[config.mk]
export PLATFORM = sky130hd
export DESIGN_NAME = phy_autoneg_page_status_regs
export DESIGN_NICKNAME = d
export VERILOG_FILES = /design/src/phy_an_regs_pkg.sv /design/src/phy_autoneg_page_status_regs.sv
export SDC_FILE = /design/constraint.sdc
export NUM_CORES = 1
export LEC_CHECK = 0
export ABC_CLOCK_PERIOD_IN_PS = 1900
export BUFFER_PORTS_ARGS = -buffer_cell sky130_fd_sc_hd__buf_2
export CORE_ASPECT_RATIO = 0.5
export CORE_UTILIZATION = 46
export CTS_CLUSTER_SIZE = 12
export DETAILED_ROUTE_END_ITERATION = 10
export PLACE_DENSITY = 0.86
export SLEW_MARGIN = 20
export SYNTH_ARGS = -nofsm -noshare
export SYNTH_HDL_FRONTEND = slang
export SYNTH_SLANG_ARGS = --single-unit
[constraint.sdc]
create_clock -name clock_i -period 1.9 [get_ports clock_i]
set_input_delay 0.095 -clock clock_i [delete_from_list [all_inputs] [get_ports clock_i]]
set_output_delay 0.095 -clock clock_i [all_outputs]
set_load 0.01 [all_outputs]
[src/phy_an_regs_pkg.sv]
// Package with register indices, field positions, reset values and carriers of the PHY page and status registers.
package phy_an_regs_pkg;

  // Bus geometry.
  localparam int ADDR_W = 8;
  localparam int IDX_W  = ADDR_W - 2;

  // Register indices; the byte address is four times the index.
  localparam logic [IDX_W-1:0] IDX_BASE  = 6'h05;
  localparam logic [IDX_W-1:0] IDX_EXP   = 6'h06;
  localparam logic [IDX_W-1:0] IDX_NPTX  = 6'h07;
  localparam logic [IDX_W-1:0] IDX_NPRX  = 6'h08;
  localparam logic [IDX_W-1:0] IDX_CTRL  = 6'h0d;
  localparam logic [IDX_W-1:0] IDX_ADDAT = 6'h0e;
  localparam logic [IDX_W-1:0] IDX_STAT  = 6'h10;

  // Expansion register fields.
  localparam int EXP_PDF   = 4;
  localparam int EXP_LPNP  = 3;
  localparam int EXP_LOCNP = 2;
  localparam int EXP_PRX   = 1;
  localparam int EXP_LPAN  = 0;

  // Transmit next page fields, reset value and writable bits.
  localparam int          NP_TOG     = 11;
  localparam logic [15:0] NPTX_RST   = 16'h2001;
  localparam logic [15:0] NPTX_WMASK = 16'hb7ff;

  // Partner base page implemented bits; bit 12 is reserved.
  localparam logic [15:0] BASE_MASK  = 16'hefff;

  // Indirect access control fields and function codes.
  localparam int         CTRL_FN_HI  = 15;
  localparam int         CTRL_FN_LO  = 14;
  localparam int         CTRL_DEV_HI = 4;
  localparam logic [1:0] FN_ADDR     = 2'b00;
  localparam logic [1:0] FN_DATA     = 2'b01;
  localparam logic [1:0] FN_INC_RW   = 2'b10;
  localparam logic [1:0] FN_INC_WR   = 2'b11;

  // Fast-link status extension fields and self-clearing bits.
  localparam int          ST_LOCKED  = 15;
  localparam int          ST_LOCKERR = 14;
  localparam int          ST_DISC    = 13;
  localparam int          ST_LINK    = 12;
  localparam int          ST_RXERR   = 11;
  localparam int          ST_TXERR   = 10;
  localparam int          ST_SSD     = 9;
  localparam int          ST_ESD     = 8;
  localparam logic [15:0] SC_MASK    = 16'h6f00;

  // APB request and answer.
  typedef struct packed {
    logic              psel;
    logic              penable;
    logic              pwrite;
    logic [ADDR_W-1:0] paddr;
    logic [31:0]       pwdata;
  } apb_req_s;

  typedef struct packed {
    logic        pready;
    logic        pslverr;
    logic [31:0] prdata;
  } apb_rsp_s;

  // Auto-negotiation side inputs.
  typedef struct packed {
    logic        base_load;
    logic [15:0] base_page;
    logic        np_load;
    logic [15:0] np_page;
    logic        page_rx;
    logic        pd_fault;
    logic        lp_np_able;
    logic        lp_an_able;
    logic        lcw_sent;
    logic        lcw_toggle;
  } an_in_s;

  // Fast-link receive and transmit status inputs.
  typedef struct packed {
    logic locked;
    logic link_up;
    logic lock_err;
    logic disconnect;
    logic rx_err;
    logic tx_err;
    logic ssd_err;
    logic esd_err;
  } fast_in_s;

  // Indirect access strobes towards the MMD register store.
  typedef struct packed {
    logic        wr;
    logic        rd;
    logic [4:0]  dev;
    logic [15:0] addr;
    logic [15:0] wdata;
  } mmd_req_s;

endpackage

[src/phy_autoneg_page_status_regs.sv]
// Management register group for partner pages, expansion, next page, indirect MMD window and fast-link status.
//
// Decided for this implementation: the APB slave port.
`timescale 1ns/10ps
module phy_autoneg_page_status_regs (
  input  wire logic                      clock_i,
  input  wire logic                      rst_i,
  input  wire phy_an_regs_pkg::apb_req_s apb_i,
  output phy_an_regs_pkg::apb_rsp_s      apb_o,
  input  wire phy_an_regs_pkg::an_in_s   an_i,
  input  wire phy_an_regs_pkg::fast_in_s fast_i,
  input  wire logic [15:0]               mmd_rdata_i,
  output phy_an_regs_pkg::mmd_req_s      mmd_o,
  output logic [15:0]                    np_tx_o
);
  import phy_an_regs_pkg::*;

  // Matches a bus address against one register index, aligned words only.
  function automatic logic reg_hit(input logic [ADDR_W-1:0] a, input logic [IDX_W-1:0] code);
    reg_hit = (a[ADDR_W-1:2] == code) && (a[1:0] == 2'b00);
  endfunction

  logic [15:0] base_r;
  logic [15:0] nprx_r;
  logic        pdf_r;
  logic        prx_r;
  logic        lpnp_r;
  logic        lpan_r;
  logic [15:0] nptx_r;
  logic        tog_r;
  logic [1:0]  fn_r;
  logic [4:0]  dev_r;
  logic [15:0] maddr_r;
  logic [15:0] wdata_r;
  logic [15:0] flags_r;
  logic [15:0] prdata_r;
  logic [15:0] rd_word;
  logic [15:0] ev_vec;

  // Bus phase decode and register selection.
  wire setup    = apb_i.psel && !apb_i.penable;
  wire acc      = apb_i.psel && apb_i.penable;
  wire hit_base = reg_hit(apb_i.paddr, IDX_BASE);
  wire hit_exp  = reg_hit(apb_i.paddr, IDX_EXP);
  wire hit_nptx = reg_hit(apb_i.paddr, IDX_NPTX);
  wire hit_nprx = reg_hit(apb_i.paddr, IDX_NPRX);
  wire hit_ctrl = reg_hit(apb_i.paddr, IDX_CTRL);
  wire hit_ad   = reg_hit(apb_i.paddr, IDX_ADDAT);
  wire hit_stat = reg_hit(apb_i.paddr, IDX_STAT);
  wire mapped   = hit_base | hit_exp | hit_nptx | hit_nprx | hit_ctrl | hit_ad | hit_stat;
  wire wr_acc   = acc && apb_i.pwrite && mapped;
  wire rd_acc   = acc && !apb_i.pwrite && mapped;

  // Zero wait states; an unmapped or misaligned address answers with an error.
  assign apb_o = '{pready: 1'b1, pslverr: acc && !mapped, prdata: {16'h0000, prdata_r}};

  // Read-clear strobes; only the bits captured at setup are cleared.
  wire clr_exp  = rd_acc && hit_exp;
  wire clr_stat = rd_acc && hit_stat;

  // Event vector laid out as register 16.
  always_comb
  begin
    ev_vec             = 16'h0000;
    ev_vec[ST_LOCKERR] = fast_i.lock_err;
    ev_vec[ST_DISC]    = fast_i.disconnect;
    ev_vec[ST_RXERR]   = fast_i.rx_err;
    ev_vec[ST_TXERR]   = fast_i.tx_err;
    ev_vec[ST_SSD]     = fast_i.ssd_err;
    ev_vec[ST_ESD]     = fast_i.esd_err;
  end

  wire [15:0] flags_nxt = (flags_r & ~(clr_stat ? (prdata_r & SC_MASK) : 16'h0000)) | ev_vec;
  wire        pdf_nxt   = (pdf_r && !(clr_exp && prdata_r[EXP_PDF])) || an_i.pd_fault;
  wire        prx_nxt   = (prx_r && !(clr_exp && prdata_r[EXP_PRX])) || an_i.page_rx;

  // Indirect window strobes.
  // address or data
  wire ad_wr_addr = wr_acc && hit_ad && (fn_r == FN_ADDR);
  assign mmd_o = '{wr:    wr_acc && hit_ad && (fn_r != FN_ADDR),
                   rd:    rd_acc && hit_ad && (fn_r != FN_ADDR),
                   dev:   dev_r,
                   addr:  maddr_r,
                   wdata: wdata_r};

  wire inc = (mmd_o.wr && ((fn_r == FN_INC_RW) || (fn_r == FN_INC_WR))) || (mmd_o.rd && (fn_r == FN_INC_RW));
  wire [15:0] maddr_nxt = ad_wr_addr ? apb_i.pwdata[15:0] : (inc ? 16'(maddr_r + 16'h0001) : maddr_r);

  wire [15:0] nptx_nxt = (wr_acc && hit_nptx) ? (apb_i.pwdata[15:0] & NPTX_WMASK) : nptx_r;

  wire tog_nxt = an_i.lcw_sent ? !an_i.lcw_toggle : tog_r;

  // Page sent to the auto-negotiation transmitter.
  assign np_tx_o = nptx_r | ({15'h0000, tog_r} << NP_TOG);

  // Read multiplexer; reserved and unmapped bits read zero.
  always_comb
  begin
    rd_word = 16'h0000;
    if (hit_base)
      rd_word = base_r;
    if (hit_exp)
    begin
      rd_word[EXP_PDF]   = pdf_r;
      rd_word[EXP_LPNP]  = lpnp_r;
      rd_word[EXP_LOCNP] = 1'b1;
      rd_word[EXP_PRX]   = prx_r;
      rd_word[EXP_LPAN]  = lpan_r;
    end
    if (hit_nptx)
      rd_word = np_tx_o;
    if (hit_nprx)
      rd_word = nprx_r;
    if (hit_ctrl)
      rd_word = {fn_r, 9'h000, dev_r};
    if (hit_ad)
      rd_word = (fn_r == FN_ADDR) ? maddr_r : mmd_rdata_i;
    if (hit_stat)
    begin
      rd_word           = flags_r & SC_MASK;
      rd_word[ST_LOCKED] = fast_i.locked;
      rd_word[ST_LINK]   = fast_i.link_up;
    end
  end

  // Read data is captured in the setup cycle and held through the access.
  always_ff @(posedge clock_i)
  begin
    if (rst_i)
      prdata_r <= 16'h0000;
    else if (setup)
      prdata_r <= apb_i.pwrite ? 16'h0000 : rd_word;
  end

  // Write data for the indirect window is captured in the setup cycle.
  always_ff @(posedge clock_i)
  begin
    if (rst_i)
      wdata_r <= 16'h0000;
    else if (setup)
      wdata_r <= apb_i.pwdata[15:0];
  end

  // Partner pages and ability levels from the auto-negotiation logic.
  always_ff @(posedge clock_i)
  begin
    if (rst_i)
    begin
      base_r <= 16'h0000;
      nprx_r <= 16'h0000;
      lpnp_r <= 1'b0;
      lpan_r <= 1'b0;
    end
    else
    begin
      if (an_i.base_load)
        base_r <= an_i.base_page & BASE_MASK;
      if (an_i.np_load)
        nprx_r <= an_i.np_page;
      lpnp_r <= an_i.lp_np_able;
      lpan_r <= an_i.lp_an_able;
    end
  end

  // Latched expansion bits and self-clearing status flags.
  always_ff @(posedge clock_i)
  begin
    if (rst_i)
    begin
      pdf_r   <= 1'b0;
      prx_r   <= 1'b0;
      flags_r <= 16'h0000;
    end
    else
    begin
      pdf_r   <= pdf_nxt;
      prx_r   <= prx_nxt;
      flags_r <= flags_nxt & SC_MASK;
    end
  end

  // Transmit next page register and toggle.
  always_ff @(posedge clock_i)
  begin
    if (rst_i)
    begin
      nptx_r <= NPTX_RST;
      tog_r  <= 1'b0;
    end
    else
    begin
      nptx_r <= nptx_nxt;
      tog_r  <= tog_nxt;
    end
  end

  // Indirect access control and address pointer.
  always_ff @(posedge clock_i)
  begin
    if (rst_i)
    begin
      fn_r    <= FN_ADDR;
      dev_r   <= 5'h00;
      maddr_r <= 16'h0000;
    end
    else
    begin
      if (wr_acc && hit_ctrl)
      begin
        fn_r  <= apb_i.pwdata[CTRL_FN_HI:CTRL_FN_LO];
        dev_r <= apb_i.pwdata[CTRL_DEV_HI:0];
      end
      maddr_r <= maddr_nxt;
    end
  end
endmodule

# After elaboration in Yosys (flattened, before gate mapping)
# Index checks and enable logic that the tools add are counted.
dict set report word_totals {
  word_cells 89
  regBits 111
}
dict set report op_classes {
  addsub 1
  n_bitwise 10
  n_eq_ne 9
  mux 12
  n_reduce_logical 43
}
# op count
set ops {}
lappend ops {{two-way mux 16 bit} 10}
lappend ops {{logical AND 1 bit} 29}
lappend ops {{== test 6 x 3 -> 1 bit, second input constant} 3}
lappend ops {{== test 6 x 4 -> 1 bit, second input constant} 3}
lappend ops {{adder 16 x 1 -> 16 bit, second input constant} 1}
lappend ops {{OR 16 x 12 -> 16 bit} 1}
lappend ops {{AND 15 bit} 1}
lappend ops {{two-way mux 15 bit} 1}
lappend ops {{inverter 15 bit} 1}
lappend ops {{OR 15 bit} 1}
lappend ops {{== test 6 x 5 -> 1 bit, second input constant} 1}
lappend ops {{zero test 1 bit} 6}
lappend ops {{OR 1 bit} 6}
lappend ops {{two-way mux 5 bit} 1}
lappend ops {{== test 2 bit, second input constant} 2}
lappend ops {{zero test 2 bit} 2}
lappend ops {{logical OR 1 bit} 4}
lappend ops {{nonzero test 2 bit} 2}

# Logic depth before layout (Yosys ltp)
dict set report logic_depth {
  depth_word 15
  depth_mapped 9
}

# Worst setup path before layout
# OpenSTA, ideal clock, no wires.
dict set report synth_timing {
  kind {register to register}
  start {register maddr_r[0]}
  end {register maddr_r[12]}
  arrival_time_ns 1.702
  period_less_slack_ns 1.794
  setup_time_ns 0.092
  setup_slack_ns 0.106
  n_path_buf 0
  path_stages_with_launch 7
  required_ns 1.808
  path_cell_list {dfxtp_1 -> ha_1 -> nand3_1 -> nor3_1 -> a211oi_1 -> a41o_1 -> nor4_1}
}
dict set report synth_between {
  elab_chain_len 3
}
# item line
set synth_lines {}
lappend synth_lines {{start: declaration} phy_autoneg_page_status_regs.sv:33} ;# logic [15:0] maddr_r;
lappend synth_lines {{start signal: assignment} phy_autoneg_page_status_regs.sv:213} ;# maddr_r <= maddr_nxt;
lappend synth_lines {{adder 16 x 1 -> 16 bit} phy_autoneg_page_status_regs.sv:87} ;# wire [15:0] maddr_nxt = ad_wr_addr ? apb_i.pwdata[15:0] : (inc ? 16'(maddr_r + 16'h0001) : maddr_r);
lappend synth_lines {{two-way mux 16 bit (2 in a row)} phy_autoneg_page_status_regs.sv:87}
# Every way passes these cells. The select of a mux whose other input is x is not followed.
# A chain may end at the register's enable or synchronous reset.

# Final worst setup path
# Ends and elaborated chain as after synthesis.

==> key figures <==
Detailed routing
  • Post-DRT Antenna Nets: 0
  • Drt drc: 0
  • Initial drt markers: 660
  • Via/cell ratio: 5.70
  • DRT Pass-1 Iters: 6
  • Final WL: 18500 um
  • Routed len/inst: 17.1 um
  • Via Count: 6161

Setup path
  • Crit path kind: flip-flop to flip-flop
  • RR Endpoint: maddr_r[12]
  • Critical Path RT: 2.15 ns
  • Worst reg2reg path startpoint: maddr_r[0]
  • Worst R2R Path Depth: 6
  • CP Launch Type: flip-flop
  • Crit path DAT: 2.00 ns
  • CP max FO: 4
  • Internal reg-to-reg setup slack: 0.15 ns
  • Worst Setup End Kind: flip-flop

Clock network
  • CTS tree: built
  • Post-cts sizing count: 0
  • Number of buffers created by CTS: 9
  • CTS Sinks: 111
  • Clock transition at the registers of the reported paths: 0.07 ns
  • Clock Path Buffers: 2
  • Clk_lat worst skew: 0.35 ns
  • Clock Root Buffer: clkbuf_16
  • Number of H-tree levels: 3

Yosys
  • Sequential area share after synthesis: 0.390
  • Main combinational cell family by area after synthesis: simple AND/OR/NAND/NOR gates
  • Post-synth top cells: dfxtp_1, nand2_1, nor2_1
  • Gate Count Post-Synth: 703
  • Synth unique cells: 67
  • Post-synthesis mux area share: 0.0890
  • Register bit total from synthesis: 111
  • Most frequent cell after synthesis: dfxtp_1
  • Syn Std Cell Area: 5690 um2
  • YS warnings: 0
  • Compound-Gate Fraction of Synth Area: 0.187
  • Cell taking the most area after synthesis: dfxtp_1
  • Mean post-synth cell area: 8.10 um2
  • Xor and xnor fraction of the mapped netlist area: 0.00154
  • Adder-cell share of the synthesized area: 0.00396
  • Post-synth EDFFs: 0
  • Top-area cell type share of the netlist area: 0.390
  • Post-synth ARST share: 0
  • Post-Synth Simple-Gate Area: 0.252
  • Dominant synthesized flop cell: dfxtp_1
  • Top cells by area, synth: dfxtp_1, mux2i_1, a21oi_1, nand2_1, nor2_1

GRT
  • Met3 Use GR: 0.0780
  • Met1 Resource Use GR: 0.360
  • Gr usage total: 0.284
  • Vias in the first global route: 5467
  • Initial antenna violation count: 0
  • First-pass GRT wire length: 28400 um
  • GRT busiest layer: met2
  • M2 GR Usage: 0.452
  • Largest net degree at the start of global routing: 110
  • Total congestion overflow: 0

STA
  • Final Hold Fails: 0
  • Crit path time final: 1.75 ns
  • Final setup vio count: 0
  • Hold WS: 0.000540 ns
  • Worst clock skew: 0.00676 ns
  • Tcrit/Tclk final: 0.919
  • Slew @ Worst Pin: 0.590 ns
  • Fmax achieved: 573 MHz
  • RSZ-0062 raised after global routing: false
  • Relative slew slack: 0.603
  • Setup TNS: 0 ns
  • Pins over their slew limit: 0
  • Final WS setup: 0.154 ns

Placement
  • Placed instance count: 1022
  • Post-DP HPWL: 13100 um
  • GP Congestion: 0.910
  • DP Worst Slack: 0.0467 ns
  • PortBufs: 162
  • Area of placed instances: 6760 um2

Hold path
  • Hold path start: an_i[9]
  • HP Class: input port to flip-flop
  • Hold Path Sink: nprx_r[3]
  • Hold Path Cell Cnt: 3

Finish
  • Fin util: 0.624
  • Layout cells sized above 1: 0.269
  • # diodes: 0
  • Synthesis-to-finish area growth: 31.0%
  • Nets: 1020
  • Design area: 7450 um2
  • # fillers: 1007
  • Fin cells: 1080

Die
  • Core Rows: 28
  • Initial core utilization: 0.476
  • Core area: 11900 um2
  • Die X: 159 um
  • Die Height: 80.7 um
  • Die ar.: 12800 um2
  • Io pins: 198

Flow run
  • Max_cap viols: 0

Run status
  • Outcome: completed

Pwr
  • VDD IR max: 0.000386 V
  • Total power: 4.80 mW
  • PwrDens: 643 nW/um2
  • Leak: 3.15 nW
==> power by group <==
group	internal, mW	total, mW	leakage, nW	switching (mW)
Sequential	2.40	2.44	0.906	0.0468
Combinational	0.263	0.566	2.11	0.303
Clock	0.924	1.79	0.132	0.863
==> critical path: stages (launching register included) <==
cell and delay, ns:
dfxtp_1 0.34, ha_1 0.21, nand3_1 0.11, nor3_1 0.34, a211oi_1 0.13, a41o_1 0.22
nor4_1 0.29
==> metal layers <==
| layer | vias to the layer above | routed length (um) |
|---|---|---|
| met5 | - | 0 |
| met1 | 2845 | 7570 |
| met4 | 0 | 684 |
| met3 | 75 | 1880 |
| met2 | 350 | 8360 |
| li1 | 2891 | - |
==> flip-flops by register name, summed over array words and instances, names as in the netlist, 5 cells and up <==
name      flops
prdata_r     16
dev_r         5
nprx_r       16
wdata_r      16
base_r       15
maddr_r      16
flags_r       6
nptx_r       14
==> cell usage in the layout (no fill, tap or decap), drive strengths merged, types with 8 or more instances in the layout <==
cell type      n
nor4          15
a21oi         76
nand3         27
conb          18
mux2i         45
nor3          17
a211oi         8
o21ai         33
dfxtp        111
clkbuf        11
dlygate4sd3   42
buf          212
nor2          79
a22oi         12
nand2         91
==> worst max-delay path by stage <==
stage | from | end | slack [ns] | cells past startpoint
floorplan | maddr_r[0] | maddr_r[12] | 0.11 | 6
global placement | apb_i[35] | prdata_r[0] | 0.05 | 8
detailed placement | apb_i[38] | prdata_r[10] | 0.05 | 7
CTS | maddr_r[0] | maddr_r[12] | 0.17 | 6
global route | maddr_r[0] | maddr_r[14] | 0.05 | 7
finish | maddr_r[0] | maddr_r[12] | 0.15 | 6
==> kinds of logic after synthesis <==
logic type	Yosys count
AOI/OAI and AO/OA	174
xor gates and xnor gates	1
adders and majority gates	2
buffers and inverters	75
DFF	111
muxes	50
other	2
and+or+nand+nor	288
==> what timing repair did <==
action                                 in CTS  in global routing
buffers inserted                            0                  0
setup endpoints to repair                   0                  0
hold buffers                               42                  0
endpoints found under the hold margin      41                  0
==> cell type report <==
cell class                 instances  area [um2]  area share
inverter                           1        3.75    0.000504
sequential                       111        2220       0.298
multi-input combinational        533        3100       0.416
clock inverter                     5        33.8     0.00453
tap                              165         206      0.0277
clock buffer                      11         243      0.0326
timing repair buffer             254        1640       0.221
Note: power is estimated with default switching activity, not from simulation.
